File: config.mk
export PLATFORM = sky130hd
export DESIGN_NAME = flash_row_device_flat
export DESIGN_NICKNAME = d
export VERILOG_FILES = /design/src/verilog/flash_row_pkg.sv /design/src/verilog/flash_row_if.sv /design/src/verilog/flash_row_device.sv /design/src/flat_wrapper.sv
export SDC_FILE = /design/constraint.sdc
export NUM_CORES = 1
export LEC_CHECK = 0
export ABC_CLOCK_PERIOD_IN_PS = 8500
export BUFFER_PORTS_ARGS = -buffer_cell sky130_fd_sc_hd__buf_2
export CAP_MARGIN = 0
export CORE_MARGIN = 3
export CORE_UTILIZATION = 40
export CTS_CLUSTER_DIAMETER = 50
export DETAILED_ROUTE_END_ITERATION = 8
export GPL_ROUTABILITY_DRIVEN = 1
export SLEW_MARGIN = 20
export SYNTH_ARGS = -nofsm -noshare
export SYNTH_HDL_FRONTEND = slang
export SYNTH_SLANG_ARGS = --single-unit
export TNS_END_PERCENT = 30
File: constraint.sdc
create_clock -name clk -period 8.5 [get_ports clk]
set_clock_uncertainty 0.1 [all_clocks]
set_input_delay 0.425 -clock clk [delete_from_list [all_inputs] [get_ports clk]]
set_output_delay 0.425 -clock clk [all_outputs]
set_load 0.02 [all_outputs]
File: src/verilog/flash_row_pkg.sv
package flash_row_pkg;
   // ****************************************
   // Register offsets (byte addresses)
   // ****************************************
   localparam logic [7:0]  OFS_CONTROL   = 8'h00;
   localparam logic [7:0]  OFS_KEY       = 8'h10;
   localparam logic [7:0]  OFS_TARGET    = 8'h20;
   localparam logic [7:0]  OFS_SOURCE    = 8'h40;
   localparam logic [7:0]  OFS_BOOTPROT  = 8'h90;
   localparam logic [7:0]  OFS_STATUS    = 8'hA0;
   // ****************************************
   // Base addresses per device group
   // ****************************************
   localparam logic [31:0] BASE_GROUP_A  = 32'hBF80_F400;
   localparam logic [31:0] BASE_GROUP_B  = 32'hBF80_0600;
   // ****************************************
   // Control fields and values
   // ****************************************
   localparam int          START_POS     = 15;
   localparam int          WRITE_ENABLE_BIT_POS      = 14;
   localparam logic [3:0]  OP_WORD       = 4'h1;
   localparam logic [3:0]  OP_QUAD       = 4'h2;
   localparam logic [3:0]  OP_ROW        = 4'h3;
   localparam logic [31:0] CTRL_ROW_SEL  = 32'h0000_4003;
   localparam logic [31:0] CTRL_START    = 32'h0000_8000;
   localparam logic [31:0] KEY_FIRST     = 32'hAA99_6655;
   localparam logic [31:0] KEY_SECOND    = 32'h5566_99AA;
   localparam logic [31:0] BOOT_UNPROT   = 32'h0000_8080;
   localparam logic [31:0] RESET_VALUE   = 32'h0000_0000;
   localparam logic [31:0] BOOTPROT_RST  = 32'h0000_0000;
   // ****************************************
   // Timing
   // ****************************************
   localparam int          WRITE_NS      = 400;
   localparam int          CLK_NS        = 4;
   localparam logic [15:0] WRITE_CYCLES  = 16'((WRITE_NS + CLK_NS - 1) / CLK_NS);
   localparam logic [7:0]  ROW_WORDS     = 8'h20;
endpackage

File: src/verilog/flash_row_if.sv
`timescale 1ns/1ps
interface flash_row_if;
   logic [31:0] adr;
   logic [31:0] datW;
   logic [31:0] datR;
   logic        cyc;
   logic        stb;
   logic        we;
   logic [3:0]  sel;
   logic        ack;
   modport device (input adr, datW, cyc, stb, we, sel, output datR, ack);
   modport host   (output adr, datW, cyc, stb, we, sel, input datR, ack);
endinterface

File: src/verilog/flash_row_device.sv
// Our own choice: the Wishbone slave port.
`timescale 1ns/1ps
// Overview of operation
// - ECC writes use aligned four-word groups
// - Single-word writes store no check bits
// - Quad and row writes store check bits
// - Host stages whole row in SRAM first
// - Executive mode writes row at once
// - Start bit 15 launches selected operation
// - Row select 0x4003, then start 0x8000
// - Two ordered key words unlock operation
// - 0x8080 at 144 clears boot protection
// - Register base depends on device group
// - Target row address at offset 32
// - SRAM source address at offset 64
// - Host pushes instructions until sequence ends
module flash_row_device (
   // Clock and reset
   input  wire logic        clk,
   input  wire logic        rst,
   // Strap and mode
   input  wire logic        groupB,
   input  wire logic        execMode,
   input  wire logic        execGo,
   // Register port
   flash_row_if.device      bus,
   // Flash engine outputs
   output logic             flashBusy,
   output logic [31:0]      flashAddr,
   output logic [31:0]      sramAddr,
   output logic [3:0]       flashOp,
   output logic             eccStore,
   output logic             writeDone,
   output logic             alignErr
);
   // ****************************************
   // Registers
   // ****************************************
   logic [31:0] ctrl_q;
   logic [31:0] target_q;
   logic [31:0] source_q;
   logic [31:0] bootProt_q;
   logic [1:0]  keyState_q;
   logic        unlocked_q;
   logic [15:0] count_q;
   logic        ack_q;
   logic [31:0] datR_q;
   logic        groupB_q;
   logic        access;
   logic        hit;
   logic [7:0]  ofs;
   logic [31:0] base;

   function automatic logic ecc_op(input logic [3:0] op);
      ecc_op = (op == flash_row_pkg::OP_QUAD) || (op == flash_row_pkg::OP_ROW);
   endfunction

   // Group strap registered on every clock, reset or not
   always_ff @(posedge clk) begin
      groupB_q <= groupB;
   end

   assign base   = groupB_q ? flash_row_pkg::BASE_GROUP_B : flash_row_pkg::BASE_GROUP_A;
   assign hit    = (bus.adr[31:8] == base[31:8]) && (bus.adr[7:0] >= base[7:0]);
   assign ofs    = 8'(bus.adr[7:0] - base[7:0]);
   assign access = bus.cyc && bus.stb && !ack_q;

   // ****************************************
   // Bus answer, one wait cycle
   // ****************************************
   always_ff @(posedge clk or posedge rst) begin
      if (rst) begin
         ack_q  <= 1'b0;
         datR_q <= 32'h0000_0000;
      end else begin
         ack_q <= access;
         if (access && !bus.we) begin
            if (!hit) begin
               datR_q <= 32'h0000_0000;
            end else begin
               case (ofs)
                  flash_row_pkg::OFS_CONTROL:  datR_q <= ctrl_q;
                  flash_row_pkg::OFS_TARGET:   datR_q <= target_q;
                  flash_row_pkg::OFS_SOURCE:   datR_q <= source_q;
                  flash_row_pkg::OFS_BOOTPROT: datR_q <= bootProt_q;
                  flash_row_pkg::OFS_STATUS:
                     datR_q <= {28'h0, alignErr, unlocked_q, writeDone, flashBusy};
                  default:                     datR_q <= 32'h0000_0000;
               endcase
            end
         end
      end
   end
   assign bus.ack  = ack_q;
   assign bus.datR = datR_q;

   // ****************************************
   // Key sequence
   // ****************************************
   always_ff @(posedge clk or posedge rst) begin
      if (rst) begin
         keyState_q <= 2'd0;
         unlocked_q <= 1'b0;
      end else if (access && bus.we && hit) begin
         if (ofs == flash_row_pkg::OFS_KEY) begin
            if (bus.datW == flash_row_pkg::KEY_FIRST) begin
               keyState_q <= 2'd1;
            end else if (keyState_q == 2'd1 && bus.datW == flash_row_pkg::KEY_SECOND) begin
               keyState_q <= 2'd0;
               unlocked_q <= 1'b1;
            end else begin
               keyState_q <= 2'd0;
            end
         end else if (ofs == flash_row_pkg::OFS_CONTROL && bus.datW[flash_row_pkg::START_POS]) begin
            unlocked_q <= 1'b0; // Key consumed by start
         end else if (ofs != flash_row_pkg::OFS_BOOTPROT) begin
            keyState_q <= 2'd0;
         end
      end
   end

   // ****************************************
   // Address and protection registers
   // ****************************************
   always_ff @(posedge clk or posedge rst) begin
      if (rst) begin
         target_q   <= flash_row_pkg::RESET_VALUE;
         source_q   <= flash_row_pkg::RESET_VALUE;
         bootProt_q <= flash_row_pkg::BOOTPROT_RST;
      end else if (access && bus.we && hit && !flashBusy) begin
         if (ofs == flash_row_pkg::OFS_TARGET) begin
            target_q <= bus.datW;
         end
         if (ofs == flash_row_pkg::OFS_SOURCE) begin
            source_q <= bus.datW;
         end
         if (ofs == flash_row_pkg::OFS_BOOTPROT && unlocked_q && groupB_q) begin
            bootProt_q <= bus.datW & ~flash_row_pkg::BOOT_UNPROT;
         end
      end
   end

   // ****************************************
   // Control and write engine
   // ****************************************
   logic startReq;
   logic execReq;
   assign startReq = access && bus.we && hit && (ofs == flash_row_pkg::OFS_CONTROL)
                     && bus.datW[flash_row_pkg::START_POS] && ctrl_q[flash_row_pkg::WRITE_ENABLE_BIT_POS]
                     && unlocked_q && !flashBusy;
   assign execReq  = execMode && execGo && !flashBusy;

   always_ff @(posedge clk or posedge rst) begin
      if (rst) begin
         ctrl_q    <= flash_row_pkg::RESET_VALUE;
         flashBusy <= 1'b0;
         count_q   <= 16'h0000;
         writeDone <= 1'b0;
         flashAddr <= 32'h0000_0000;
         sramAddr  <= 32'h0000_0000;
         flashOp   <= 4'h0;
         eccStore  <= 1'b0;
         alignErr  <= 1'b0;
      end else begin
         writeDone <= 1'b0;
         if (startReq || execReq) begin
            flashBusy <= 1'b1;
            count_q   <= flash_row_pkg::WRITE_CYCLES;
            flashAddr <= target_q;
            sramAddr  <= source_q;
            flashOp   <= execReq ? flash_row_pkg::OP_ROW : ctrl_q[3:0];
            eccStore  <= execReq ? 1'b1 : ecc_op(ctrl_q[3:0]);
            alignErr  <= (execReq || ecc_op(ctrl_q[3:0])) && (target_q[3:0] != 4'h0);
            ctrl_q[flash_row_pkg::START_POS] <= 1'b1;
         end else if (flashBusy) begin
            if (count_q == 16'h0001) begin
               flashBusy <= 1'b0;
               writeDone <= 1'b1;
               ctrl_q[flash_row_pkg::START_POS] <= 1'b0;
            end
            count_q <= 16'(count_q - 16'h0001);
         end else if (access && bus.we && hit && ofs == flash_row_pkg::OFS_CONTROL) begin
            ctrl_q <= bus.datW & 32'h0000_7FFF;
         end
      end
   end
endmodule

File: src/flat_wrapper.sv
// flat-port wrapper written by rule: the top's interface ports become plain ports
module flash_row_device_flat 
  (clk, rst, groupB, execMode, execGo, flashBusy, flashAddr, sramAddr, flashOp, eccStore, writeDone, alignErr, bus_adr, bus_datW, bus_cyc, bus_stb, bus_we, bus_sel, bus_datR, bus_ack);
  flash_row_if bus_i ();
  input  wire logic clk;
  input  wire logic rst;
  input  wire logic groupB;
  input  wire logic execMode;
  input  wire logic execGo;
  output logic flashBusy;
  output logic [31:0] flashAddr;
  output logic [31:0] sramAddr;
  output logic [3:0] flashOp;
  output logic eccStore;
  output logic writeDone;
  output logic alignErr;
  input wire logic [$bits(bus_i.adr)-1:0] bus_adr;
  input wire logic [$bits(bus_i.datW)-1:0] bus_datW;
  input wire logic [$bits(bus_i.cyc)-1:0] bus_cyc;
  input wire logic [$bits(bus_i.stb)-1:0] bus_stb;
  input wire logic [$bits(bus_i.we)-1:0] bus_we;
  input wire logic [$bits(bus_i.sel)-1:0] bus_sel;
  output wire logic [$bits(bus_i.datR)-1:0] bus_datR;
  output wire logic [$bits(bus_i.ack)-1:0] bus_ack;
  assign bus_i.adr = bus_adr;
  assign bus_i.datW = bus_datW;
  assign bus_i.cyc = bus_cyc;
  assign bus_i.stb = bus_stb;
  assign bus_i.we = bus_we;
  assign bus_i.sel = bus_sel;
  assign bus_datR = bus_i.datR;
  assign bus_ack = bus_i.ack;
  flash_row_device u_core (.clk(clk), .rst(rst), .groupB(groupB), .execMode(execMode), .execGo(execGo), .bus(bus_i), .flashBusy(flashBusy), .flashAddr(flashAddr), .sramAddr(sramAddr), .flashOp(flashOp), .eccStore(eccStore), .writeDone(writeDone), .alignErr(alignErr));
endmodule
==> run metrics <==
status complete, no violations; post-route cell area 12,200 sq um; GRT overflow 0; CTS H-tree depth 1; full die area 27,100 sq um; CTS tree yes; final hold vios 0; Worst EP required 8.81 ns; Setup Buffers After CTS 0; hold buffers post-CTS 2; mapped cell area 10,100 sq um; Sink Count 234; final setup fails 0; Synth Area in XOR/XNOR 1.22%; crit path DAT 4.22 ns; post-synth top area cell dfrtp_1; simple-gate area share of the yosys netlist 9.58%; vias per inst 5.40; Post-synth top flop dfrtp_1; worst-case clock buffer depth 3; Hold Path Stages 3; drt total wl 25.9 mm; Final Core Density 49.6%; Synth Area in Adders 0.249%; Final GP Congestion 0.758; antenna violations before repair 1; FF+latch count, synth 234; most common cell after layout, fill and taps aside dfrtp_1; CTS resizes 0; CP endpoint kind flip-flop; largest family of logic cells by synthesized area multiplexers; Post-synth EDFFs 0; # diodes 0; Hold WC Path Type input pin to flip-flop; sequential fraction of the synthesis area 58.1%; ratio of cells with drive above 1 in the final layout 42.6%; power density cells 195 nW/um^2; setup TNS 0 ns; Synth cell types 53; Die Y 165 um; fraction of synthesized area in multiplexers 21.5%; # IOs 181; hpwl dp 16.5 mm; Slew Limit Fails 0; Mean Syn Cell Area 13.6 sq um; Post-Syn Instances 739; die width 165 um; area delta synth->final 20.8%; Syn Nets 817; root buffer cell clkbuf_16; Wirelength per Cell 20.6 um; FF-to-FF setup slack 4.59 ns; post-route antenna net violation count 0; startpoint types flip-flop; share of the synthesized area in the top cell type 57.9%; first-pass GRT wire length 40.7 mm; port bufs 176; most frequent cells in the layout 233 x dfrtp_1, 176 x buf_2, 127 x mux2_2; crit-path max cell delay 0.93 ns; core area 24,500 sq um; first drt pass iteration count 5; FMAX 256 MHz; Leak Pwr 6.17 nW; drt drc 0; CTS clk-pin slew, worst paths 0.06 ns; Cell Area, Placed 11,200 sq um; asr flop ratio synth 99.6%; Num CTS Buffers 28; Max Cap Viol 0; clock latency on the worst-skew pair 0.53 ns; largest net degree at the start of global routing 85; Worst VDD drop 120 uV; WS Path Type flip-flop to flip-flop; NumNets Final 996; initial core utilization 41.0%; Area contributors post-synth dfrtp_1 58%, mux2_2 14%, mux2_4 4.5%, nand2_1 1.9%, mux2_1 1.9%; post-synthesis compound-gate area fraction 6.47%; min Tclk post-route 3.91 ns; worst slew pin tran 1.12 ns; RSZ-0062 raised after global routing false; Slew HR 25.0%; Reg2Reg Depth 6; Initial DRC Count 482; Max Fanout on Critical Path 18; final clock period utilization by the worst path 46.0%; Synth Warn # 0; crit-path cells xor2_1 -> or4_4 -> or4b_1 -> nor3b_4 -> buf_4 -> mux2_2; PnR Total Power 2.38 mW; DR vias 6,801; vias in the first global route 6,886; Std-Cell Rows 57; aggregate global-route resource usage 19.2%; CP max-delay cell nor3b_4
==> Yosys cell counts (5+ instances only) <==
cell	number
nor4bb_1	14
mux2_1	17
nor4_1	5
a22o_1	20
nand4_1	6
buf_6	12
dfrtp_1	233
a222oi_1	18
xor2_1	5
mux2_2	127
nor2_1	42
or4_1	5
buf_2	5
xnor2_1	9
clkbuf_1	17
nand3_1	5
nor4b_1	5
mux2_4	30
mux2i_1	9
nand2_1	51
inv_1	5
nor3_1	10
o21ai_0	37
==> sequential cells by signal (all words and copies together), names as in the netlist <==
name / cells
u_core.eccStore: 1
u_core.bus.datR: 32
u_core.count_q: 16
u_core.flashBusy: 1
u_core.alignErr: 1
u_core.groupB_q: 1
u_core.ctrl_q: 16
u_core.flashOp: 4
u_core.flashAddr: 32
u_core.bootProt_q: 30
u_core.writeDone: 1
u_core.source_q: 32
u_core.target_q: 32
u_core.sramAddr: 32
u_core.unlocked_q: 1
u_core.keyState_q: 1
u_core.bus.ack: 1
==> critical path: cells and delay by family (launching register included) <==
family | cells | cell delay, ns
simple gates | 3 | 2.28
mux | 1 | 0.38
buf+inv | 1 | 0.47
flops | 1 | 0.37
xor+xnor | 1 | 0.18
==> metrics by stage <==
| stage | std cells | worst slack [ns] | hold WS, ns |
|---|---|---|---|
| finish | 1260 | 4.59 | 0.0460 |
| global route | 1260 | 4.45 | 0.0398 |
| CTS | 1260 | 4.56 | 0.0219 |
| detailed placement | 1210 | 4.38 | 0.366 |
| global placement | 1210 | 4.39 | 0.358 |
| floorplan | 739 | 1.59 | 0.353 |
==> area by class of cell <==
class | instances | area (sq um)
clock buffer | 38 | 790
multi-input combinational | 460 | 3970
fill | 2200 | 12400
timing repair buffer | 189 | 987
inverter | 5 | 26.3
sequential | 234 | 5850
tap | 324 | 405
clock inverter | 10 | 135
==> routing by layer <==
metal,GRT usage (%),vias up,part of all wire (%)
li1,-,3079,-
met1,27.6,3482,46
met2,30.3,214,46
met3,4.49,24,7.3
met4,3.28,2,1.1
met5,0,-,0.027
==> power by group <==
part | switching (mW) | internal (mW) | leakage (nW) | total, mW
combinational | 0.0485 | 0.0201 | 2.52 | 0.0686
clock | 0.455 | 0.738 | 0.458 | 1.19
sequential | 0.000732 | 1.11 | 3.19 | 1.12
total | 0.504 | 1.87 | 6.17 | 2.38
==> path summary, 6_finish.rpt <==
| path | startpoint | to |
|---|---|---|
| worst min register to register | u_core.bus.datR[14] | u_core.bus.datR[14] |
| max in group asynchronous | rst | u_core.bus.datR[18] |
| worst max-delay path | u_core.groupB_q | u_core.target_q[1] |
| worst max register to register | u_core.groupB_q | u_core.target_q[1] |
| worst min-delay path | bus_stb | u_core.bus.ack |
| min in group asynchronous | rst | u_core.sramAddr[24] |
==> logic make-up (layout without fill, tap and decap cells) <==
kind of cell,count (synthesis),in the layout
buffers and inverters,45,242
xor gates and xnor gates,14,14
and+or+nand+nor,171,171
DFF,234,234
adders and majority gates,2,2
muxes,183,183
AOI/OAI and AO/OA,90,90
(Power assumes the default switching activity.)
